<file path="src/hw/period_match_timer8_pkg.sv">
// Package: register map, field layout, reset values and timing counts of the period timer
package period_match_timer8_pkg;

  // ---------------------------------------------------------------
  // Register byte addresses
  // ---------------------------------------------------------------
  localparam logic [4:0] ADDR_COUNT   = 5'h00;
  localparam logic [4:0] ADDR_PERIOD  = 5'h04;
  localparam logic [4:0] ADDR_CONTROL = 5'h08;
  localparam logic [4:0] ADDR_FLAG    = 5'h0C;
  localparam logic [4:0] ADDR_ENABLE  = 5'h10;

  // ---------------------------------------------------------------
  // Field positions and reset values
  // ---------------------------------------------------------------
  localparam int         MATCH_BIT      = 1;
  localparam logic [7:0] COUNT_RESET    = 8'h00;
  localparam logic [7:0] PERIOD_RESET   = 8'hFF;
  localparam logic [7:0] CONTROL_RESET  = 8'h00;
  localparam logic [3:0] POST_RESET     = 4'h0;
  localparam logic [5:0] PRE_RESET      = 6'h00;

  // ---------------------------------------------------------------
  // Timing: last prescaler value per prescaled count step (system clock ticks minus one)
  // ---------------------------------------------------------------
  localparam int         CLK_PERIOD_NS  = 10;
  localparam int         INSTR_DIV      = 4;
  localparam logic [5:0] PRE_LAST_DIV1  = 6'(INSTR_DIV * 1 - 1);
  localparam logic [5:0] PRE_LAST_DIV4  = 6'(INSTR_DIV * 4 - 1);
  localparam logic [5:0] PRE_LAST_DIV16 = 6'(INSTR_DIV * 16 - 1);

  // Prescale codes
  localparam logic [1:0] PRESCALE_1     = 2'h0;
  localparam logic [1:0] PRESCALE_4     = 2'h1;

  // ---------------------------------------------------------------
  // Control register layout
  // ---------------------------------------------------------------
  typedef struct packed {
    logic       unused;
    logic [3:0] postscale_select;
    logic       timer_on;
    logic [1:0] prescale_select;
  } timer_control_t;

  typedef struct packed {
    logic        read;
    logic        write;
    logic [4:0]  address;
    logic [31:0] writedata;
    logic [3:0]  byteenable;
  } avalon_req_t;

endpackage : period_match_timer8_pkg

</file>
<file path="src/hw/period_match_timer8.sv">
// Module: 8-bit period match timer with prescaler, postscaler and Avalon-MM register slave
// ---------------------------------------------------------------
// ---------------------------------------------------------------
`timescale 1ns/1ns
module period_match_timer8 (
  // Clock and reset
  input  wire logic        CLK_SYS,
  input  wire logic        SYS_RST,
  // Avalon-MM slave
  input  wire logic [4:0]  AVS_ADDRESS,
  input  wire logic        AVS_READ,
  input  wire logic        AVS_WRITE,
  input  wire logic [31:0] AVS_WRITEDATA,
  input  wire logic [3:0]  AVS_BYTEENABLE,
  output logic      [31:0] AVS_READDATA,
  output logic             AVS_WAITREQUEST,
  // Timer outputs
  output logic             MATCH_OUT,
  output logic             SHIFT_CLK_OUT,
  output logic             IRQ_OUT
);

  // ---------------------------------------------------------------
  // State
  // ---------------------------------------------------------------
  period_match_timer8_pkg::timer_control_t ctrl_ff;
  period_match_timer8_pkg::avalon_req_t    req;
  logic [7:0]  count_ff;
  logic [7:0]  period_ff;
  logic [5:0]  pre_cnt_ff;
  logic [3:0]  post_cnt_ff;
  logic        flag_ff;
  logic        enable_ff;
  logic        waitreq_ff;
  logic [31:0] rdata_ff;
  logic        match_ff;
  logic        shift_clk_ff;
  logic        irq_ff;

  logic        accept;
  logic        wr_lane0;
  logic        wr_count;
  logic        wr_period;
  logic        wr_control;
  logic        wr_flag;
  logic        wr_enable;
  logic        rd_flag;
  logic [5:0]  pre_last;
  logic        tick;
  logic        match_now;
  logic        post_done;
  logic [31:0] nxt_rdata;

  assign req = '{read: AVS_READ, write: AVS_WRITE, address: AVS_ADDRESS,
                 writedata: AVS_WRITEDATA, byteenable: AVS_BYTEENABLE};

  // ---------------------------------------------------------------
  // Bus decode
  // ---------------------------------------------------------------
  // Transfer completes in the cycle waitrequest is low
  assign accept     = !waitreq_ff && (req.read || req.write);
  assign wr_lane0   = accept && req.write && req.byteenable[0];
  assign wr_count   = wr_lane0 && req.address == period_match_timer8_pkg::ADDR_COUNT;
  assign wr_period  = wr_lane0 && req.address == period_match_timer8_pkg::ADDR_PERIOD;
  assign wr_control = wr_lane0 && req.address == period_match_timer8_pkg::ADDR_CONTROL;
  assign wr_flag    = wr_lane0 && req.address == period_match_timer8_pkg::ADDR_FLAG;
  assign wr_enable  = wr_lane0 && req.address == period_match_timer8_pkg::ADDR_ENABLE;
  assign rd_flag    = accept && req.read && req.address == period_match_timer8_pkg::ADDR_FLAG;

  // One wait cycle, then one ready cycle
  always_ff @(posedge CLK_SYS) begin
    if (SYS_RST) begin
      waitreq_ff <= 1'b1;
    end else begin
      waitreq_ff <= !(waitreq_ff && (req.read || req.write));
    end
  end

  always_comb begin
    nxt_rdata = 32'h0000_0000;
    case (req.address)
      period_match_timer8_pkg::ADDR_COUNT:   nxt_rdata[7:0] = count_ff;
      period_match_timer8_pkg::ADDR_PERIOD:  nxt_rdata[7:0] = period_ff;
      period_match_timer8_pkg::ADDR_CONTROL: nxt_rdata[6:0] = ctrl_ff[6:0];
      period_match_timer8_pkg::ADDR_FLAG: begin
        nxt_rdata[period_match_timer8_pkg::MATCH_BIT] = flag_ff;
      end
      period_match_timer8_pkg::ADDR_ENABLE: begin
        nxt_rdata[period_match_timer8_pkg::MATCH_BIT] = enable_ff;
      end
      default:                               nxt_rdata = 32'h0000_0000;
    endcase
  end

  // Read data is sampled in the wait cycle and held through the ready cycle
  always_ff @(posedge CLK_SYS) begin
    if (SYS_RST) begin
      rdata_ff <= 32'h0000_0000;
    end else if (waitreq_ff && req.read) begin
      rdata_ff <= nxt_rdata;
    end
  end

  // ---------------------------------------------------------------
  // Control registers
  // ---------------------------------------------------------------
  always_ff @(posedge CLK_SYS) begin
    if (SYS_RST) begin
      ctrl_ff <= period_match_timer8_pkg::CONTROL_RESET;
    end else if (wr_control) begin
      ctrl_ff        <= req.writedata[7:0];
      ctrl_ff.unused <= 1'b0;
    end
  end

  always_ff @(posedge CLK_SYS) begin
    if (SYS_RST) begin
      period_ff <= period_match_timer8_pkg::PERIOD_RESET;
    end else if (wr_period) begin
      period_ff <= req.writedata[7:0];
    end
  end

  always_ff @(posedge CLK_SYS) begin
    if (SYS_RST) begin
      enable_ff <= 1'b0;
    end else if (wr_enable) begin
      enable_ff <= req.writedata[period_match_timer8_pkg::MATCH_BIT];
    end
  end

  // ---------------------------------------------------------------
  // Prescaler
  // ---------------------------------------------------------------
  always_comb begin
    case (ctrl_ff.prescale_select)
      period_match_timer8_pkg::PRESCALE_1: pre_last = period_match_timer8_pkg::PRE_LAST_DIV1;
      period_match_timer8_pkg::PRESCALE_4: pre_last = period_match_timer8_pkg::PRE_LAST_DIV4;
      default:                             pre_last = period_match_timer8_pkg::PRE_LAST_DIV16;
    endcase
  end

  // No step in a control write cycle, so the count keeps its value
  assign tick = ctrl_ff.timer_on && pre_cnt_ff == pre_last
                && !wr_control && !wr_count;

  // A restart always passes a control write, so the first step is a full period late

  always_ff @(posedge CLK_SYS) begin
    if (SYS_RST || wr_count || wr_control) begin
      pre_cnt_ff <= period_match_timer8_pkg::PRE_RESET;
    end else if (!ctrl_ff.timer_on) begin
      pre_cnt_ff <= pre_cnt_ff;
    end else if (pre_cnt_ff >= pre_last) begin
      pre_cnt_ff <= period_match_timer8_pkg::PRE_RESET;
    end else begin
      pre_cnt_ff <= pre_cnt_ff + 6'h01;
    end
  end

  // ---------------------------------------------------------------
  // Count and match
  // ---------------------------------------------------------------
  assign match_now = tick && count_ff == period_ff;

  always_ff @(posedge CLK_SYS) begin
    if (SYS_RST) begin
      count_ff <= period_match_timer8_pkg::COUNT_RESET;
    end else if (wr_count) begin
      count_ff <= req.writedata[7:0];
    end else if (match_now) begin
      count_ff <= period_match_timer8_pkg::COUNT_RESET;
    end else if (tick) begin
      count_ff <= count_ff + 8'h01;
    end
  end

  // Unscaled match feeds PWM units; halved copy serves as serial shift clock
  always_ff @(posedge CLK_SYS) begin
    if (SYS_RST) begin
      match_ff     <= 1'b0;
      shift_clk_ff <= 1'b0;
    end else begin
      match_ff     <= match_now;
      shift_clk_ff <= shift_clk_ff ^ match_now;
    end
  end

  // ---------------------------------------------------------------
  // Postscaler and interrupt
  // ---------------------------------------------------------------
  // Terminal value equals the select code, so code 0 flags every match
  assign post_done = match_now && post_cnt_ff == ctrl_ff.postscale_select;

  always_ff @(posedge CLK_SYS) begin
    if (SYS_RST || wr_count || wr_control) begin
      post_cnt_ff <= period_match_timer8_pkg::POST_RESET;
    end else if (post_done) begin
      post_cnt_ff <= period_match_timer8_pkg::POST_RESET;
    end else if (match_now) begin
      post_cnt_ff <= post_cnt_ff + 4'h1;
    end
  end

  // Read clears only what the read reported; a new event always wins
  always_ff @(posedge CLK_SYS) begin
    if (SYS_RST) begin
      flag_ff <= 1'b0;
    end else if (post_done) begin
      flag_ff <= 1'b1;
    end else if (rd_flag && rdata_ff[period_match_timer8_pkg::MATCH_BIT]) begin
      flag_ff <= 1'b0;
    end else if (wr_flag && !req.writedata[period_match_timer8_pkg::MATCH_BIT]) begin
      flag_ff <= 1'b0;
    end
  end

  always_ff @(posedge CLK_SYS) begin
    if (SYS_RST) begin
      irq_ff <= 1'b0;
    end else begin
      irq_ff <= flag_ff && enable_ff;
    end
  end

  assign AVS_READDATA    = rdata_ff;
  assign AVS_WAITREQUEST = waitreq_ff;
  assign MATCH_OUT       = match_ff;
  assign SHIFT_CLK_OUT   = shift_clk_ff;
  assign IRQ_OUT         = irq_ff;
endmodule : period_match_timer8

</file>
<file path="config.mk">
export PLATFORM = sky130hd
export DESIGN_NAME = period_match_timer8
export DESIGN_NICKNAME = d
export VERILOG_FILES = /design/src/hw/period_match_timer8_pkg.sv /design/src/hw/period_match_timer8.sv
export SDC_FILE = /design/constraint.sdc
export NUM_CORES = 1
export LEC_CHECK = 0
export ABC_AREA = 0
export BUFFER_PORTS_ARGS = -buffer_cell sky130_fd_sc_hd__buf_2
export CELL_PAD_IN_SITES_DETAIL_PLACEMENT = 1
export CELL_PAD_IN_SITES_GLOBAL_PLACEMENT = 1
export CORE_AREA = 2 2 124 66
export DETAILED_ROUTE_END_ITERATION = 10
export DIE_AREA = 0 0 126 68
export PLACE_DENSITY = 0.75
export SKIP_LAST_GASP = 1
export SYNTH_ARGS = -nofsm -noshare
export SYNTH_HDL_FRONTEND = slang
export SYNTH_SLANG_ARGS = --single-unit
</file>
<file path="constraint.sdc">
create_clock -name CLK_SYS -period 2.4 [get_ports CLK_SYS]
set_input_delay 0.24 -clock CLK_SYS [delete_from_list [all_inputs] [get_ports CLK_SYS]]
set_output_delay 0.24 -clock CLK_SYS [all_outputs]
set_load 0.03 [all_outputs]
</file>
# --- Word level (Yosys, flattened, before mapping) ---
# Cells that the tools add are included.
# W data, S select, Z words.
totals:
  register_bits: 47
  in_bits: 45
  out_inout_bits: 36
  elab_cells: 72
op_classes:
  add_sub_neg: 3
  n_lt_le_gt_ge: 1
  n_eq_ne: 8
  mux: 12
  bitwise: 1
  n_reduce_logical: 33
ops:
  columns: ["cell", "count"]
  rows:
  - ["$mux W8", 3]
  - ["$logic_and A1 B1 Y1", 20]
  - ["$pmux W5 S3", 1]
  - ["$pmux W6 S2", 1]
  - ["$eq A5 B4 Y1 const B", 2]
  - ["$add A8 B1 Y8 const B", 1]
  - ["$eq A8 B8 Y1", 1]
  - ["$add A6 B1 Y6 const B", 1]
  - ["$eq A6 B6 Y1", 1]
  - ["$ge A6 B6 Y1", 1]
  - ["$mux W6", 1]
  - ["$reduce_bool A3 Y1", 2]
  - ["$eq A5 B3 Y1 const B", 1]
  - ["$eq A5 B5 Y1 const B", 1]
  - ["$logic_not A1 Y1", 5]
  - ["$logic_not A5 Y1", 1]
  - ["$pmux W1 S5", 1]
  - ["$add A4 B1 Y4 const B", 1]
  - ["$eq A4 B4 Y1", 1]
  - ["$logic_or A1 B1 Y1", 3]
  - ["$mux W1", 3]
  - ["$pmux W1 S3", 1]
  - ["$eq A2 B1 Y1 const B", 1]
  - ["$logic_not A2 Y1", 1]
  - ["3 further kinds", 3]

# --- Depth between registers and ports, before layout ---
# Gate-level depths: netlist of the first run.
logic_depth:
  ltp_word: 11
  depth_mapped: 7
  ltp_nobuf: 7

# --- Least setup slack after synthesis of the first run ---
# No wires, ideal clock.
synth_path:
  path_kind: "reg-to-reg"
  start: "register waitreq_ff, in the netlist AVS_WAITREQUEST"
  end: "register post_cnt_ff[3]"
  setup_ps: 72
  arrival_ps: 1870
  required_ps: 2328
  slack_ps: 458
  stages_incl_launch_ff: 6
  n_path_buf: 0
  synth_period_minus_slack_ps: 1942
  path_cell_list: "dfxtp_1 -> nand3b_1 -> o211a_4 -> nand3_4 -> or4_1 -> a21oi_1"
synth_between:
  elab_chain_cells: 11
  elab_cells_between_ends: 15
  cone_classes: "15 x reduce/logical"
synth_lines:
  columns: ["item", "line", "source"]
  rows:
  - ["start, declared", "period_match_timer8.sv:34", "logic waitreq_ff;"]
  - ["start signal, assigned", "period_match_timer8.sv:75", "waitreq_ff <= !(waitreq_ff && (req.read || req.write));"]
  - ["$logic_not A1 Y1 (*)", "period_match_timer8.sv:61", "assign accept = !waitreq_ff && (req.read || req.write);"]
  - ["$logic_and A1 B1 Y1 (*)", "period_match_timer8.sv:61", null]
  - ["$logic_and A1 B1 Y1 (*) (2 in a row)", "period_match_timer8.sv:62", "assign wr_lane0 = accept && req.write && req.byteenable[0];"]
  - ["$logic_and A1 B1 Y1", "period_match_timer8.sv:65", "assign wr_control = wr_lane0 && req.address == period_match_timer8_pkg::ADDR_CONTROL;"]
  - ["$logic_not A1 Y1", "period_match_timer8.sv:145", "&& !wr_control && !wr_count;"]
  - ["$logic_and A1 B1 Y1 (2 in a row)", "period_match_timer8.sv:145", null]
  - ["$logic_and A1 B1 Y1", "period_match_timer8.sv:164", "assign match_now = tick && count_ff == period_ff;"]
  - ["$logic_and A1 B1 Y1", "period_match_timer8.sv:193", "assign post_done = match_now && post_cnt_ff == ctrl_ff.postscale_select;"]
  - ["$reduce_or A2 Y1 (no line)", null, null]
  - ["end signal, assigned", "period_match_timer8.sv:197", "post_cnt_ff <= period_match_timer8_pkg::POST_RESET;"]
  - ["end signal, assigned", "period_match_timer8.sv:199", "post_cnt_ff <= period_match_timer8_pkg::POST_RESET;"]
  - ["end signal, assigned", "period_match_timer8.sv:201", "post_cnt_ff <= post_cnt_ff + 4'h1;"]
  - ["end, declared", "period_match_timer8.sv:31", "logic [3:0] post_cnt_ff;"]
# Mark *: on every way between the ends. The rest lies on a longest branch, timed or not.
# A chain may end at the register's enable or synchronous reset.

# --- Final worst setup path of the first run ---
layout_path:
  start: "register ctrl_ff[1] in the netlist's numbering"
  end: "register post_cnt_ff[3]"
layout_between:
  elab_chain_cells: 9
  elab_cells_between_ends: 10
  cone_classes: "2 x eq/ne; 1 x mux; 7 x reduce/logical"
layout_lines:
  columns: ["item", "line", "source"]
  rows:
  - ["start, declared", "period_match_timer8.sv:26", "period_match_timer8_pkg::timer_control_t ctrl_ff;"]
  - ["start signal, assigned", "period_match_timer8.sv:109", "ctrl_ff <= period_match_timer8_pkg::CONTROL_RESET;"]
  - ["start signal, assigned", "period_match_timer8.sv:111", "ctrl_ff <= req.writedata[7:0];"]
  - ["$eq A2 B1 Y1 / $logic_not A2 Y1 (equally long branches)", "period_match_timer8.sv:136", "case (ctrl_ff.prescale_select)"]
  - ["$pmux W6 S2 (*)", "period_match_timer8.sv:136", null]
  - ["$eq A6 B6 Y1 (*)", "period_match_timer8.sv:144", "assign tick = ctrl_ff.timer_on && pre_cnt_ff == pre_last"]
  - ["$logic_and A1 B1 Y1 (*)", "period_match_timer8.sv:144", null]
  - ["$logic_and A1 B1 Y1 (*) (2 in a row)", "period_match_timer8.sv:145", null]
  - ["$logic_and A1 B1 Y1 (*)", "period_match_timer8.sv:164", null]
  - ["$logic_and A1 B1 Y1", "period_match_timer8.sv:193", null]
  - ["$reduce_or A2 Y1 (no line)", null, null]
# Marked as above.

==> impl_results.md, run 1 <==
- Outcome: finished, final reports clean
- Post-CTS resize count: 0
- Max VDD drop: 0.244 mV
- RSZ-0062 raised after global routing: no
- Final-report setup violation count: 0
- Clk sinks: 47
- First-pass GRT wire length: 12.4 mm
- Worst Setup SP: ctrl_ff[1]$_SDFFE_PP0P_
- Placed cells: 450
- Max_cap viols: 0
- Data arrival, critical path: 2340 ps
- Number of global-route vias before repair: 2187
- Clock latency at the later pin of the worst-skew pair: 300 ps
- Slew Limit Headroom: 53.6%
- Min-Delay Path Class: input port to register
- Clock Power Share: 42.6%
- Fin Hold WS: 171 ps
- Post-synth top cells: 47 x dfxtp_1, 38 x nand2_1, 24 x buf_4
- Synth Warn #: 0
- Postcts setup bufs: 0
- Worst Skew: 4.94 ps
- DRC errors left: 0
- Die height: 68 um
- Synthesized netlist cell count: 317
- GRT Total Usage: 19.3%
- Area growth from synthesis to layout: 14.7%
- Switching pwr: 453 uW
- Clock slew at reported path FFs: 70 ps
- Final period util: 87.8%
- Initial Util: 35.3%
- Hold path startpoint: AVS_WRITE
- Worst r2r path cells: 7
- Antenna violations before repair: 0
- Total number of vias: 2440
- Top cells by area, synth: dfxtp_1 35%, buf_4 6.7%, mux2i_1 6.3%
- EDFF count, synth: 0
- Most common flop cell mapped by yosys: dfxtp_1
- Final core occ: 40.5%
- Port bufs: 29
- Drt wl/cell: 17.6 um
- Worst Max-Slew Pin Slew: 689 ps
- Mapped Avg Cell Area: 8.46 um2
- Max FO, Critical Path: 10
- CP endpoint kind: register
- Hold Fails Final Rpt: 0
- Seq pwr share: 47.5%
- Chip Width: 126 um
- Num ports: 81
- CTS Buf Count: 5
- Root buffer cell: clkbuf_16
- Cell with the most instances after synthesis: dfxtp_1
- FMAX: 0.474 GHz
- Fin cells: 458
- Number of antenna diodes: 0
- P per Cell Area: 538 nW/um2
- Hpwl dp: 6.17 mm
- Net Sw Frac: 27.3%
- Core area: 7600 um2
- Hold buffer count at CTS: 0
- Power Internal: 1200 uW
- Synthesized flop and latch total: 47
- Logic pwr share: 9.9%
- DR vias/cell: 5.33
- Final worst path period need: 2110 ps
- TritonRoute pass-1 iters: 5
- Origin of the critical flop-to-flop path: ctrl_ff[1]$_SDFFE_PP0P_
- Post-synthesis sequential area ratio: 35.1%
- Top cell type by total area after synthesis: dfxtp_1
- Row count: 23
- Leak: 0.00127 uW
- Setup Crit Path Kind: register to register
- Data required, critical path: 2640 ps
- RePlAce Congestion: 0.899
- Largest net degree at the start of global routing: 23
- Initial DRC Count: 191
- H-tree depth: 2
- Startpoint types: register
- Setup TNS: 0 ps
- Slew Viols, Final: 0
- CTS Buffer Depth: 2
- Mapped Area: 2680 um2
- Nets: 409
- CTS tree: built
- Gr ovfl total: 0
- Antenna Nets Post-Route: 0
- Die area: 8570 um2
- Layout cells sized above 1: 18.2%
- Hold Crit Depth: 2
- Post-synthesis cell type count: 52
- Ys async rst share: 0%
- Routed WL: 8.08 mm
- Post-synth top area share: 35.1%
-- power groups by stage --
stage          registers, uW  logic (uW)  clock network [uW]
2_1_floorplan            811         128                   0
3_3_place_gp             805         159                   0
6_report                 787         164                 706
4_1_cts                  787         160                 713
3_5_place_dp             805         160                   0
5_1_grt                  787         175                 746
-- area by class of cell --
type	instances	area [um2]
repair buffers	44	258
clock buffers	6	129
flip-flops and latches	47	941
multi-input cells	251	1580
fillers	929	4520
well taps	100	125
inverters	8	30.0
clock inverters	2	12.5
-- worst paths after layout --
kind	slack, ps	end
max	290	post_cnt_ff[3]$_SDFFE_PP0N_
min	170	AVS_WAITREQUEST$_SDFF_PP1_
max reg2reg	290	post_cnt_ff[3]$_SDFFE_PP0N_
min reg2reg	480	flag_ff$_SDFFE_PP0P_
-- flip-flops by register name, summed over array words and instances (netlist names), 4 cells and up --
name	count
ctrl_ff	7
pre_cnt_ff	6
post_cnt_ff	4
AVS_READDATA	8
period_ff	8
count_ff	8
-- kinds of logic (layout without fill, tap and decap cells) --
group,Yosys count,after routing,share of synthesized area (%)
AOI/OAI and AO/OA,70,70,16.5
xor gates and xnor gates,16,16,5.22
adders and majority gates,7,7,3.26
buffers and inverters,42,60,9.28
DFF,47,47,35.1
muxes,19,19,7.18
other,1,24,0.140
and+or+nand+nor,115,115,23.3
-- layout by cell type (no fill, tap or decap), types with 3 or more instances in the layout --
cell       count
ha_1           7
nand2_1       38
a211oi_1       4
nor3_1         5
and3_1         4
inv_1          8
nor4_1         3
o21ai_1        3
clkbuf_16      5
buf_2         29
nor2_1        20
xor2_1        14
nand3_1       16
conb_1        24
nor2b_1        5
a2111oi_0      3
dfxtp_1       47
and4_1         3
a21oi_1       17
a22oi_1       11
mux2i_1       17
o21ai_0       18
buf_4         15
-- worst max-delay path: stages, from the launching register on --
cell,delay (ps)
dfxtp_1,370
inv_1,80
ha_1,310
and4_1,230
o211a_4,220
nand3_4,130
or4_1,550
a21oi_1,150
-- stage by stage --
stage / worst slack (ps) / instance area, um2 / power (uW)
4_1_cts: 149 / 3070 / 1660
6_report: 292 / 3080 / 1660
2_1_floorplan: 458 / 2770 / 938
3_5_place_dp: 192 / 2930 / 965
5_1_grt: 109 / 3080 / 1710
3_3_place_gp: 237 / 2930 / 964
-- per-layer routing --
layer	global-route usage [%]	part of all wire, %	vias up
met5	0	0	-
met4	4.12	0.74	0
met3	4.30	7.0	8
met2	25.0	38	78
met1	31.1	54	1192
li1	-	-	1162
No activity file was read; power rests on OpenSTA's default activity.
==> run 2, diff against run 1 <==
--- a/config.mk
+++ b/config.mk
@@ -9,10 +9,10 @@
 export BUFFER_PORTS_ARGS = -buffer_cell sky130_fd_sc_hd__buf_2
 export CELL_PAD_IN_SITES_DETAIL_PLACEMENT = 1
 export CELL_PAD_IN_SITES_GLOBAL_PLACEMENT = 1
-export CORE_AREA = 2 2 124 66
+export CORE_AREA = 2 2 119 63
 export DETAILED_ROUTE_END_ITERATION = 10
-export DIE_AREA = 0 0 126 68
-export PLACE_DENSITY = 0.75
+export DIE_AREA = 0 0 121 65
+export PLACE_DENSITY = 0.81
 export SKIP_LAST_GASP = 1
 export SYNTH_ARGS = -nofsm -noshare
 export SYNTH_HDL_FRONTEND = slang
==> constraint.sdc (replaced) <==
create_clock -name CLK_SYS -period 2.7 [get_ports CLK_SYS]
set_input_delay 0.27 -clock CLK_SYS [delete_from_list [all_inputs] [get_ports CLK_SYS]]
set_output_delay 0.27 -clock CLK_SYS [all_outputs]
set_load 0.03 [all_outputs]
==> run 2 against run 1 <==
Net effect: worst hold slack better by 39 ps; critical endpoint is now count_ff[2]$_SDFFE_PP0P_; via count fell by 2.0%; sequential power fell by 11%; critical path type unchanged; first-iteration DRC count fell by 36%; setup slack gained 93 ps; maximum frequency shrank 8.9%; largest cell class unchanged; critical path depth stayed put; final area decreased by 0.94%; flip-flop and latch count is the same; highest routed layer unchanged; clock power grew 3.3%; power is 5.3% lower; register-to-register slack better by 90 ps.
==> impl_results.md, run 2 (synthesized netlist as in run 1, its figures left out) <==
- Outcome: finished, final reports clean
- DR vias/cell: 5.35
- Die area: 7870 um2
- Clock latency at the later pin of the worst-skew pair: 290 ps
- First-pass GRT wire length: 12.4 mm
- CP delay by family, top: compound AO/OA/AOI/OAI gates
- Antenna violations before repair: 0
- Startpoint types: register
- CP endpoint kind: register
- Worst Max-Slew Pin Slew: 693 ps
- Nets: 402
- Row count: 22
- Post-CTS resize count: 0
- Worst Slack Setup Final: 386 ps
- Slew Limit Headroom: 53.5%
- Initial DRC Count: 123
- Max VDD drop: 0.247 mV
- Largest stage delay, worst path: 560 ps
- Final period util: 85.7%
- Antenna Nets Post-Route: 0
- Fillers: 838
- RSZ-0062 raised after global routing: no
- Number of global-route vias before repair: 2335
- Total number of vias: 2391
- Hold Fails Final Rpt: 0
- H-tree depth: 2
- CTS Buf Count: 5
- Routed WL: 7.70 mm
- Max_cap viols: 0
- Port bufs: 29
- Buf/Inv on CP: 1
- Setup TNS: 0 ps
- Postcts setup bufs: 0
- Area post-placement: 2880 um2
- Num ports: 81
- Drt wl/cell: 17.2 um
- Chip Width: 121 um
- Cell Chain, Critical Path: inv_1 > ha_1 > and4_1 > o211ai_1 > a21oi_1 > nand2_1 > o311ai_1
- Root buffer cell: clkbuf_16
- Most common cell after layout, fill and taps aside: dfxtp_1
- DRC errors left: 0
- Max FO, Critical Path: 7
- Gr ovfl total: 0
- Core area: 6960 um2
- Number of antenna diodes: 0
- Layout cells sized above 1: 16.5%
- Clk sinks: 47
- Final worst path period need: 2310 ps
- Commonest cells after routing, fill and taps aside: 47 x dfxtp_1, 38 x nand2_1, 29 x buf_2, 24 x conb_1, 20 x nor2_1
- CTS Buffer Depth: 2
- Leak: 0.00125 uW
- Pre-CTS worst setup slack: 455 ps
- CTS tree: built
- Initial Util: 38.5%
- RePlAce Congestion: 0.831
- Slew Viols, Final: 0
- Min-Delay Path Class: input port to register
- Post-route cell area: 3050 um2
- TritonRoute pass-1 iters: 4
- Power Total: 1570 uW
- Worst Skew: 10.5 ps
- Area growth from synthesis to layout: 13.7%
- FMAX: 0.432 GHz
- GRT Total Usage: 20.3%
- P per Cell Area: 515 nW/um2
- Final core occ: 43.8%
- Hold buffer count at CTS: 0
- Final-report setup violation count: 0
- Data required, critical path: 2910 ps
- Die height: 65 um
- Largest net degree at the start of global routing: 32
- Data arrival, critical path: 2520 ps
- Critical Path Slowest Stage Cell: a21oi_1
- R2r setup slk: 390 ps
- Hpwl dp: 5.92 mm
- Clock slew at reported path FFs: 70 ps
- Setup Crit Path Kind: register to register
==> run 2: changes by cell type in the layout (fill, tap and decap cells not counted), sizes merged <==
cell / change
clkinvlp: -1
bufinv: +1
buf: -7
==> run 2: power breakdown <==
group / leakage [uW] / switching [uW] / internal, uW
sequential: 0.000379 / 3.38 / 697
clock: 0.0000868 / 268 / 461
combinational: 0.000787 / 111 / 29.8
==> run 2: routing by layer <==
metal	global-route usage (%)	wire, um	vias to the layer above
li1	-	-	1150
met1	30.0	4040	1180
met2	30.2	3190	57
met3	4.49	445	4
met4	3.78	35	0
met5	0	0	-
==> run 2: final timing paths <==
check	cells after the start	start	endpoint
hold / removal	2	AVS_WRITE	AVS_WAITREQUEST$_SDFF_PP1_
setup reg to reg	7	ctrl_ff[1]$_SDFFE_PP0P_	count_ff[2]$_SDFFE_PP0P_
setup / recovery	7	ctrl_ff[1]$_SDFFE_PP0P_	count_ff[2]$_SDFFE_PP0P_
hold reg to reg	1	AVS_WAITREQUEST$_SDFF_PP1_	AVS_WAITREQUEST$_SDFF_PP1_
==> run 2: per-stage QoR <==
step                instances  hold slack [ps]
floorplan                 340              386
global placement          439              457
detailed placement        439              477
CTS                       447              206
global route              447              210
finish                    447              211
==> run 2: layout make-up <==
class                   instances  area, um2  area share (%)
well taps                      96        120            3.94
clock buffers                   6        139            4.55
multi-input cells             251       1580            51.8
inverters                       8       30.0           0.985
clock inverters                 2       35.0            1.15
repair buffers                 37        205            6.73
flip-flops and latches         47        941            30.9
